File: src/adctc_consts.svh
// adctc_consts.svh: offsets, field positions, codes and reset values
// assumes inclusion by the adc trigger/compare block files only
`ifndef ADCTC_CONSTS_SVH
`define ADCTC_CONSTS_SVH
`define ADCTC_AW 8
`define ADCTC_OFF_TRG 8'h00
`define ADCTC_OFF_CMP 8'h04
`define ADCTC_OFF_LIM 8'h08
`define ADCTC_OFF_MODE 8'h0C
`define ADCTC_OFF_SWT 8'h10
`define ADCTC_SEL_W 5
`define ADCTC_SEL_STRIDE 8
`define ADCTC_SEL_MASK 32'h1F1F_1F1F
`define ADCTC_CODE_NONE 5'h00
`define ADCTC_CODE_GEDGE 5'h01
`define ADCTC_CODE_GLEVEL 5'h02
`define ADCTC_CODE_SCAN 5'h03
`define ADCTC_CODE_EXTERNAL_IRQ_0 5'h04
`define ADCTC_CODE_TIMER_1 5'h05
`define ADCTC_CODE_TIMER_3 5'h06
`define ADCTC_CODE_TIMER_5 5'h07
`define ADCTC_CODE_OC1 5'h08
`define ADCTC_CODE_OC3 5'h09
`define ADCTC_CODE_OC5 5'h0A
`define ADCTC_CODE_CMP1 5'h0B
`define ADCTC_CODE_CMP2 5'h0C
`define ADCTC_CODE_RSV 5'h0D
`define ADCTC_BIT_EN 7
`define ADCTC_BIT_IRQEN 6
`define ADCTC_BIT_FLAG 5
`define ADCTC_ID_LSB 8
`define ADCTC_DIFF_LSB 16
`define ADCTC_NORM_IDS 7'h20
`define ADCTC_CVD_MAX_ID 6'h2C
`define ADCTC_FRACTIONAL_FORMAT_SH 3
`define ADCTC_ZERO32 32'h0000_0000
`endif

File: src/adctc_pkg.sv
// adctc_pkg.sv: types shared by the adc trigger/compare block
// assumes adctc_consts.svh is compiled alongside
package adctc_pkg;
  typedef struct packed {
    logic cmp2;
    logic cmp1;
    logic oc5;
    logic oc3;
    logic oc1;
    logic timer_5;
    logic timer_3;
    logic timer_1;
    logic external_irq_0;
    logic scan;
  } adctc_src_t;
  typedef struct packed {
    logic valid;
    logic [5:0] id;
    logic [15:0] data;
    logic [11:0] pos;
    logic [11:0] neg;
  } adctc_res_t;
  typedef enum logic [1:0] {
    ADCTC_IDLE = 2'b00,
    ADCTC_ACK = 2'b01
  } adctc_bus_st_t;
endpackage

File: src/adctc_dcmp.sv
// adctc_dcmp.sv: digital comparator condition evaluation
// assumes result, limits and condition bits are stable in the sampled cycle
`timescale 1ns/1ps
`default_nettype none
`include "adctc_consts.svh"
module adctc_dcmp (
  input wire logic [4:0] cond,
  input wire logic [15:0] lo,
  input wire logic [15:0] hi,
  input wire logic [15:0] data,
  input wire logic [5:0] id,
  input wire logic capacitive_divider_mode,
  output logic hit
);
  logic id_ok;

  // normal mode watches inputs 0..31, cvd mode every class 2/3 input
  assign id_ok = capacitive_divider_mode ? (id <= `ADCTC_CVD_MAX_ID) : ({1'b0, id} < `ADCTC_NORM_IDS);

  always_comb
  begin
    hit = 1'b0;
    if (cond[4] && lo <= data && data <= hi)
      hit = 1'b1;
    if (cond[3] && data > hi)
      hit = 1'b1;
    if (cond[2] && data <= hi)
      hit = 1'b1;
    if (cond[1] && data >= lo)
      hit = 1'b1;
    if (cond[0] && data < lo)
      hit = 1'b1;
    hit = hit && id_ok;
  end
endmodule
`default_nettype wire

File: src/adctc_top.sv
// adctc_top.sv: adc trigger selection and digital comparator, apb slave
// assumes all inputs synchronous to pclk; ce low freezes all state
`timescale 1ns/1ps
`default_nettype none
`include "adctc_consts.svh"
// How it works
// - code 0 no trigger, 1 global edge software, 2 global level software.
// - codes 4..12 select external_irq_0, timers, output compares, analog comparators.
// - codes 13 to 31 are reserved and never trigger.
// - four 5-bit selectors at bits 28-24, 20-16, 12-8, 4-0.
// - unused trigger register bits ignore writes, read zero.
// - in cvd mode differential result loads upper half on comparator interrupt.
// - captured differential is signed, formatted by the fractional setting.
// - a true event records the input id in bits 13-8, read-only.
// - input n is encoded as binary n.
// - normal mode inputs 0..31 only; cvd mode all class 2/3 inputs.
// - enable bit 7 turns comparator on; clearing it zeroes the event flag.
// - with bit 6 set, a comparator interrupt follows each flag set.
// - flag bit 5 set by true compare, cleared on id read or disable.
// - output true only under enabled condition bits 4-0.
// - between condition: low limit <= result <= high limit, inclusive.
module adctc_top #(
  parameter int unsigned N_IN = 4
) (
  input wire logic pclk,
  input wire logic presetn,
  input wire logic ce,
  input wire logic psel,
  input wire logic penable,
  input wire logic pwrite,
  input wire logic [`ADCTC_AW-1:0] paddr,
  input wire logic [31:0] pwdata,
  output logic [31:0] prdata,
  output logic pready,
  output logic pslverr,
  input wire adctc_pkg::adctc_src_t src,
  input wire adctc_pkg::adctc_res_t res,
  output logic [N_IN-1:0] trig_out,
  output logic cmp_event,
  output logic cmp_irq
);
  adctc_pkg::adctc_bus_st_t st_reg;
  logic [N_IN*`ADCTC_SEL_W-1:0] sel_reg;
  logic en_reg;
  logic irqen_reg;
  logic flag_reg;
  logic [4:0] cond_reg;
  logic [5:0] id_reg;
  logic [15:0] diff_reg;
  logic [15:0] lo_reg;
  logic [15:0] hi_reg;
  logic cvd_reg;
  logic fractional_format_reg;
  logic glevel_reg;
  logic gedge_reg;
  logic [N_IN-1:0] trig_next;
  logic hit;
  logic take;
  logic done;
  logic wr;
  logic rd_cmp;
  logic set_evt;
  logic [31:0] rd_next;
  logic [15:0] diff_next;
  logic [12:0] diff13;

  function automatic logic mapped(input logic [`ADCTC_AW-1:0] a);
    mapped = a == `ADCTC_OFF_TRG || a == `ADCTC_OFF_CMP || a == `ADCTC_OFF_LIM ||
             a == `ADCTC_OFF_MODE || a == `ADCTC_OFF_SWT;
  endfunction

  function automatic logic [31:0] pack_sel(input logic [N_IN*`ADCTC_SEL_W-1:0] s);
    pack_sel = `ADCTC_ZERO32;
    for (int i = 0; i < N_IN; i++)
      pack_sel[i*`ADCTC_SEL_STRIDE +: `ADCTC_SEL_W] = s[i*`ADCTC_SEL_W +: `ADCTC_SEL_W];
  endfunction

  // apb: setup, first access cycle loads data, second completes
  assign take = ce && psel && penable && st_reg == adctc_pkg::ADCTC_IDLE;
  assign done = ce && psel && penable && st_reg == adctc_pkg::ADCTC_ACK;
  assign wr = done && pwrite && mapped(paddr);
  assign rd_cmp = done && !pwrite && paddr == `ADCTC_OFF_CMP;

  always_comb
  begin
    case (paddr)
      `ADCTC_OFF_TRG: rd_next = pack_sel(sel_reg);
      `ADCTC_OFF_CMP: rd_next = {diff_reg, 2'b00, id_reg, en_reg, irqen_reg,
                                 flag_reg, cond_reg};
      `ADCTC_OFF_LIM: rd_next = {hi_reg, lo_reg};
      `ADCTC_OFF_MODE: rd_next = {30'h0000_0000, fractional_format_reg, cvd_reg};
      `ADCTC_OFF_SWT: rd_next = {30'h0000_0000, glevel_reg, 1'b0};
      default: rd_next = `ADCTC_ZERO32;
    endcase
  end

  always_ff @(posedge pclk or negedge presetn)
  begin
    if (!presetn)
      st_reg <= adctc_pkg::ADCTC_IDLE;
    else if (ce)
    begin
      case (st_reg)
        adctc_pkg::ADCTC_IDLE:
          if (psel && penable)
            st_reg <= adctc_pkg::ADCTC_ACK;
        adctc_pkg::ADCTC_ACK:
          st_reg <= adctc_pkg::ADCTC_IDLE;
        default:
          st_reg <= adctc_pkg::ADCTC_IDLE;
      endcase
    end
  end

  always_ff @(posedge pclk or negedge presetn)
  begin
    if (!presetn)
    begin
      pready <= 1'b0;
      pslverr <= 1'b0;
      prdata <= `ADCTC_ZERO32;
    end
    else if (ce)
    begin
      pready <= take;
      pslverr <= take && !mapped(paddr);
      if (take && !pwrite)
        prdata <= rd_next;
    end
  end

  // trigger selectors
  always_ff @(posedge pclk or negedge presetn)
  begin
    if (!presetn)
      sel_reg <= '0;
    else if (wr && paddr == `ADCTC_OFF_TRG)
    begin
      for (int i = 0; i < N_IN; i++)
        sel_reg[i*`ADCTC_SEL_W +: `ADCTC_SEL_W] <=
          pwdata[i*`ADCTC_SEL_STRIDE +: `ADCTC_SEL_W];
    end
  end

  // global software triggers: edge is a one-cycle pulse per write
  always_ff @(posedge pclk or negedge presetn)
  begin
    if (!presetn)
    begin
      gedge_reg <= 1'b0;
      glevel_reg <= 1'b0;
    end
    else if (ce)
    begin
      gedge_reg <= wr && paddr == `ADCTC_OFF_SWT && pwdata[0];
      if (wr && paddr == `ADCTC_OFF_SWT)
        glevel_reg <= pwdata[1];
    end
  end

  adctc_trig_sel #(
    .N(N_IN)
  ) u_trig (
    .pclk(pclk),
    .presetn(presetn),
    .ce(ce),
    .sel(sel_reg),
    .src(src),
    .gedge(gedge_reg),
    .glevel(glevel_reg),
    .trig(trig_next)
  );

  always_ff @(posedge pclk or negedge presetn)
  begin
    if (!presetn)
      trig_out <= '0;
    else if (ce)
      trig_out <= trig_next;
  end

  // comparator configuration
  always_ff @(posedge pclk or negedge presetn)
  begin
    if (!presetn)
    begin
      en_reg <= 1'b0;
      irqen_reg <= 1'b0;
      cond_reg <= 5'h00;
      lo_reg <= 16'h0000;
      hi_reg <= 16'h0000;
      cvd_reg <= 1'b0;
      fractional_format_reg <= 1'b0;
    end
    else if (wr)
    begin
      case (paddr)
        `ADCTC_OFF_CMP:
        begin
          en_reg <= pwdata[`ADCTC_BIT_EN];
          irqen_reg <= pwdata[`ADCTC_BIT_IRQEN];
          cond_reg <= pwdata[4:0];
        end
        `ADCTC_OFF_LIM:
        begin
          lo_reg <= pwdata[15:0];
          hi_reg <= pwdata[31:16];
        end
        `ADCTC_OFF_MODE:
        begin
          cvd_reg <= pwdata[0];
          fractional_format_reg <= pwdata[1];
        end
        default:
        begin
        end
      endcase
    end
  end

  adctc_dcmp u_dcmp (
    .cond(cond_reg),
    .lo(lo_reg),
    .hi(hi_reg),
    .data(res.data),
    .id(res.id),
    .capacitive_divider_mode(cvd_reg),
    .hit(hit)
  );

  assign set_evt = ce && en_reg && res.valid && hit;

  // event flag: set wins over read-clear, disable forces zero
  always_ff @(posedge pclk or negedge presetn)
  begin
    if (!presetn)
      flag_reg <= 1'b0;
    else if (wr && paddr == `ADCTC_OFF_CMP && !pwdata[`ADCTC_BIT_EN])
      flag_reg <= 1'b0;
    else if (set_evt)
      flag_reg <= 1'b1;
    else if (rd_cmp)
      flag_reg <= 1'b0;
  end

  always_ff @(posedge pclk or negedge presetn)
  begin
    if (!presetn)
      id_reg <= 6'h00;
    else if (set_evt)
      id_reg <= res.id;
  end

  // signed differential, left-justified when fractional
  assign diff13 = {1'b0, res.pos} - {1'b0, res.neg};
  assign diff_next = fractional_format_reg ? {diff13, 3'b000} : {{3{diff13[12]}}, diff13};

  always_ff @(posedge pclk or negedge presetn)
  begin
    if (!presetn)
      diff_reg <= 16'h0000;
    else if (set_evt && irqen_reg && cvd_reg)
      diff_reg <= diff_next;
  end

  always_ff @(posedge pclk or negedge presetn)
  begin
    if (!presetn)
      cmp_irq <= 1'b0;
    else if (ce)
      cmp_irq <= set_evt && irqen_reg && !flag_reg;
  end

  always_ff @(posedge pclk or negedge presetn)
  begin
    if (!presetn)
      cmp_event <= 1'b0;
    else if (ce)
      cmp_event <= set_evt || (flag_reg && !rd_cmp && en_reg);
  end

  a_rsv_read_zero: assert property (
    @(posedge pclk) disable iff (!presetn)
    take && !pwrite && paddr == `ADCTC_OFF_TRG |=> (prdata & ~`ADCTC_SEL_MASK) == 0)
    else $error("trigger register reserved bits read nonzero");

  a_code_rsv_quiet: assert property (
    @(posedge pclk) disable iff (!presetn)
    ce && sel_reg[`ADCTC_SEL_W-1:0] >= `ADCTC_CODE_RSV |=> !trig_out[0])
    else $error("reserved trigger code fired");

  a_code_none_quiet: assert property (
    @(posedge pclk) disable iff (!presetn)
    ce && sel_reg[`ADCTC_SEL_W-1:0] == `ADCTC_CODE_NONE |=> !trig_out[0])
    else $error("no-trigger code fired");

  a_level_trig_on: assert property (
    @(posedge pclk) disable iff (!presetn)
    ce && glevel_reg && sel_reg[`ADCTC_SEL_W-1:0] == `ADCTC_CODE_GLEVEL |=> trig_out[0])
    else $error("level software trigger missed");

  a_flag_off_disabled: assert property (
    @(posedge pclk) disable iff (!presetn)
    !en_reg |-> !flag_reg)
    else $error("event flag set while comparator off");

  a_irq_follows_set: assert property (
    @(posedge pclk) disable iff (!presetn)
    set_evt && irqen_reg && !flag_reg |=> cmp_irq && flag_reg)
    else $error("comparator interrupt missing");

  a_id_recorded: assert property (
    @(posedge pclk) disable iff (!presetn)
    set_evt |=> flag_reg && id_reg == $past(res.id))
    else $error("input id not recorded");

  a_read_clears: assert property (
    @(posedge pclk) disable iff (!presetn)
    rd_cmp && !set_evt |=> !flag_reg)
    else $error("id read did not clear flag");

  a_cvd_capture: assert property (
    @(posedge pclk) disable iff (!presetn)
    set_evt && irqen_reg && cvd_reg |=> diff_reg == $past(diff_next))
    else $error("differential not captured");

  a_between_hit: assert property (
    @(posedge pclk) disable iff (!presetn)
    ce && en_reg && res.valid && cond_reg[4] && !cvd_reg && res.id < 6'h20 &&
    lo_reg <= res.data && res.data <= hi_reg |=> flag_reg)
    else $error("between event missed");
endmodule
`default_nettype wire

File: src/adctc_trig_sel.sv
// adctc_trig_sel.sv: per-input trigger source selection
// assumes hardware sources are synchronous to pclk; output is combinational
`timescale 1ns/1ps
`default_nettype none
`include "adctc_consts.svh"
module adctc_trig_sel #(
  parameter int unsigned N = 4
) (
  input wire logic pclk,
  input wire logic presetn,
  input wire logic ce,
  input wire logic [N*`ADCTC_SEL_W-1:0] sel,
  input wire adctc_pkg::adctc_src_t src,
  input wire logic gedge,
  input wire logic glevel,
  output logic [N-1:0] trig
);
  adctc_pkg::adctc_src_t prev_reg;
  adctc_pkg::adctc_src_t rise;

  // hardware sources trigger on their rising edge
  always_ff @(posedge pclk or negedge presetn)
  begin
    if (!presetn)
      prev_reg <= '0;
    else if (ce)
      prev_reg <= src;
  end

  assign rise = src & ~prev_reg;

  function automatic logic pick(input logic [4:0] c, input adctc_pkg::adctc_src_t r,
                                input logic e, input logic l);
    case (c)
      `ADCTC_CODE_GEDGE: pick = e;
      `ADCTC_CODE_GLEVEL: pick = l;
      `ADCTC_CODE_SCAN: pick = r.scan;
      `ADCTC_CODE_EXTERNAL_IRQ_0: pick = r.external_irq_0;
      `ADCTC_CODE_TIMER_1: pick = r.timer_1;
      `ADCTC_CODE_TIMER_3: pick = r.timer_3;
      `ADCTC_CODE_TIMER_5: pick = r.timer_5;
      `ADCTC_CODE_OC1: pick = r.oc1;
      `ADCTC_CODE_OC3: pick = r.oc3;
      `ADCTC_CODE_OC5: pick = r.oc5;
      `ADCTC_CODE_CMP1: pick = r.cmp1;
      `ADCTC_CODE_CMP2: pick = r.cmp2;
      default: pick = 1'b0;
    endcase
  endfunction

  always_comb
  begin
    for (int i = 0; i < N; i++)
      trig[i] = pick(sel[i*`ADCTC_SEL_W +: `ADCTC_SEL_W], rise, gedge, glevel);
  end
endmodule
`default_nettype wire
File: config.mk
export PLATFORM = sky130hd
export DESIGN_NAME = adctc_top
export DESIGN_NICKNAME = d
export VERILOG_FILES = /design/src/adctc_pkg.sv /design/src/adctc_dcmp.sv /design/src/adctc_top.sv /design/src/adctc_trig_sel.sv
export VERILOG_INCLUDE_DIRS = /design/src
export SDC_FILE = /design/constraint.sdc
export NUM_CORES = 1
export LEC_CHECK = 0
export BUFFER_PORTS_ARGS = -buffer_cell sky130_fd_sc_hd__buf_2
export CAP_MARGIN = 20
export CORE_MARGIN = 10
export CORE_UTILIZATION = 55
export CTS_CLUSTER_SIZE = 20
export DETAILED_ROUTE_END_ITERATION = 8
export GPL_TIMING_DRIVEN = 0
export PLACE_DENSITY_LB_ADDON = 0.3
export SYNTH_ARGS = -nofsm -noshare
export SYNTH_HDL_FRONTEND = slang
export SYNTH_SLANG_ARGS = --single-unit
File: constraint.sdc
create_clock -name pclk -period 3.2 [get_ports pclk]
set_input_delay 0.32 -clock pclk [delete_from_list [all_inputs] [get_ports pclk]]
set_output_delay 0.32 -clock pclk [all_outputs]
set_load 0.02 [all_outputs]
==> metrics.yaml <==
status: "complete, no violations"
finalNetCount: 1070
cp-start-kind: "flip-flop"
irDropWorstVdd_mv: 0.358
io_buffer_count: 139
synth_largest_area_cell: "dfrtp_1"
cts-root-buf: "clkbuf_16"
grt_overflow: 0
avgSynthCellArea_um2: 10.2
synth_cell_types: 65
dp_slack_ns: 0.136
path_class: "reg2reg"
yosys_warnings: 0
slew_violations: 0
largest_reg_flops: 32
tightest_slew_ns: 0.821
critPathArrivalTime_ns: 3.43
clk_path_buf_depth: 2
finalClockSkew_ns: 0.00651
min_period_ns: 3.12
cts_resized: 0
syn2layout_area_growth_pct: 20.3
async_reset_ff_share_pct: 100
placementRows: 43
io_pins: 143
ys.flop_type: "dfrtp_1"
drt_iter0_drc: 510
synthTopCellsByArea: "dfrtp_1, mux2_2, ha_1, o21ai_0, mux2i_1"
die_height_um: 139
critPathBufInv: 1
cts_inserted_buffers: 17
vias: 6451
cts.clk_slew.worst_paths_ns: 0.06
yosysTopAreaCellShare_pct: 43.9
synth_cells: 762
post-cts-setup-buffer-count: 0
clock.fmax_mhz: 321
die-area_um2: 19400
synth_area_um2: 7810
postRouteAntennaNets: 0
antenna_found_initial: 3
setup_violations: 0
fin_ws_ns: 0.0827
start_util_pct: 56.3
clkLatencyLatePin_ns: 0.43
p_leak_nw: 4.77
fillers: 1112
fin_crit_sh_pct: 97.4
maxCapViolCount: 0
hp-class: "in2reg"
drive_above_1_share_pct: 30.4
p_per_area_nw_per_um2: 466
grt_pass1_vias: 6538
syn-num-nets: 910
multiInputGateArea_um2: 4000
worst_path_max_delay_cell: "nor4_1"
dp_hpwl_mm: 16.9
grt_max_degree: 93
synth_edf_count: 0
synth_seq_cells: 137
routedWlPerCell_um: 19.7
drt-total-wl_mm: 22.0
cpPeakStageDelay_ns: 0.51
whs_ns: 0.109
via_per_inst: 5.78
drt_pass1_iterations: 5
final_util_pct: 67.7
path_delay_family: "compound AO/OA/AOI/OAI gates"
required_ns: 3.51
cp_max_fo: 10
clock_sinks: 137
grt_pass1_wl_mm: 35.2
htreeDepth: 4
grt_use_total_pct: 22.7
slew_headroom_pct: 45.0
hold_viol: 0
grt_setup_unrepaired: "false"
die_w_um: 139
ff_latch_area_um2: 3430
ys_seq_area_share_pct: 43.9
postCtsHoldBufs: 1
endpoint_kind: "flip-flop"
drc: 0
routabilityCongestion: 0.888
coreArea_um2: 13900
path_cells: "ha_1 > nand4_1 > nor4_1 > a221o_1 > o21ai_2 > mux2i_1 > o22ai_4 > buf_6 > mux2_4"
cts_tree: "yes"
-- final cells by class --
| cell class | count | area share [%] |
|---|---|---|
| tap | 180 | 2.40 |
| sequential | 137 | 36.5 |
| clock inverter | 8 | 1.25 |
| antenna | 3 | 0.0799 |
| multi-input combinational | 527 | 42.5 |
| timing repair buffer | 141 | 7.87 |
| clock buffer | 22 | 5.26 |
| inverter | 62 | 2.48 |
| buffer | 36 | 1.64 |
-- synth_stat cells (all sizes together) (7+ instances only) --
master and number:
nand3 14, nor3 10, ha 44, buf 12, mux2 81, a21oi 25
a221oi 12, o21ai 64, nor2 61, a22o 20, clkbuf 24, nor2b 7
inv 62, dfrtp 137, mux2i 28, nand2 70, nand2b 9
-- through the flow --
step | setup TNS [ns] | std cells | instance area (µm²) | power (mW)
final | 0 | 1116 | 9390 | 4.37
after global placement | -11.75 | 1081 | 8730 | 2.34
after CTS | 0 | 1113 | 9390 | 4.38
after floorplan | 0 | 762 | 7810 | 2.14
after global routing | 0 | 1113 | 9390 | 4.53
after detailed placement | 0 | 1082 | 8760 | 2.36
-- placed cells by master (no fill, tap or decap), types with 4 or more instances in the layout --
| master | count |
|---|---|
| ha_1 | 44 |
| buf_2 | 147 |
| mux2_4 | 5 |
| clkbuf_1 | 24 |
| mux4_2 | 6 |
| nor3_1 | 7 |
| nand2_1 | 70 |
| inv_1 | 61 |
| clkinv_2 | 4 |
| o21ai_0 | 63 |
| nor2b_1 | 7 |
| nor2_1 | 60 |
| a221oi_1 | 12 |
| nand3b_1 | 4 |
| or3_1 | 6 |
| clkbuf_8 | 5 |
| o21a_1 | 4 |
| nand3_1 | 13 |
| a21oi_1 | 25 |
| dfrtp_1 | 137 |
| nand2b_1 | 9 |
| xnor2_1 | 6 |
| nand4_1 | 6 |
| mux2_2 | 76 |
| a22o_1 | 20 |
| mux2i_1 | 28 |
| clkbuf_16 | 17 |
| a211oi_1 | 5 |
-- where the power goes --
group	internal [mW]	switching, mW
combinational	0.216	0.311
clock	1.31	0.727
sequential	1.78	0.0250
-- kinds of logic after synthesis --
kind of cell | Yosys count | synth area share [%]
AO/OA/AOI/OAI | 158 | 13.6
flip-flops | 137 | 43.9
buffers and inverters | 98 | 4.95
AND/OR/NAND/NOR | 200 | 12.0
adder cells (fa/ha/maj) | 45 | 7.31
XOR/XNOR | 9 | 1.01
multiplexers | 115 | 17.2
-- layer usage --
layer	routed length, µm	vias up	GRT usage, %
li1	-	3041	-
met1	9700	3143	29.9
met2	10200	244	35.3
met3	1760	21	7.16
met4	314	2	6.21
met5	9	-	0
-- worst register-to-register path, stage by stage, from the launching register on --
cell and delay (ns):
dfrtp_1 0.46, ha_1 0.31, nand4_1 0.13, nor4_1 0.51, a221o_1 0.31, o21ai_2 0.11
mux2i_1 0.20, o22ai_4 0.40, buf_6 0.25, mux2_4 0.32
-- worst paths after layout --
check | startpoint | endpoint | slack, ns | depth (start not counted)
worst max register to register | lo_reg[12]$_DFFE_PN0P_ | diff_reg[11]$_DFFE_PN0P_ | 0.08 | 9
min in group asynchronous | presetn | prdata[21]$_DFFE_PN0P_ | 0.40 | 2
worst min register to register | prdata[15]$_DFFE_PN0P_ | prdata[15]$_DFFE_PN0P_ | 0.47 | 2
worst max-delay path | lo_reg[12]$_DFFE_PN0P_ | diff_reg[11]$_DFFE_PN0P_ | 0.08 | 9
max in group asynchronous | presetn | prdata[8]$_DFFE_PN0P_ | 2.01 | 3
worst min-delay path | pwdata[31] | hi_reg[15]$_DFFE_PN0P_ | 0.11 | 3
No activity file was read; power rests on OpenSTA's default activity.
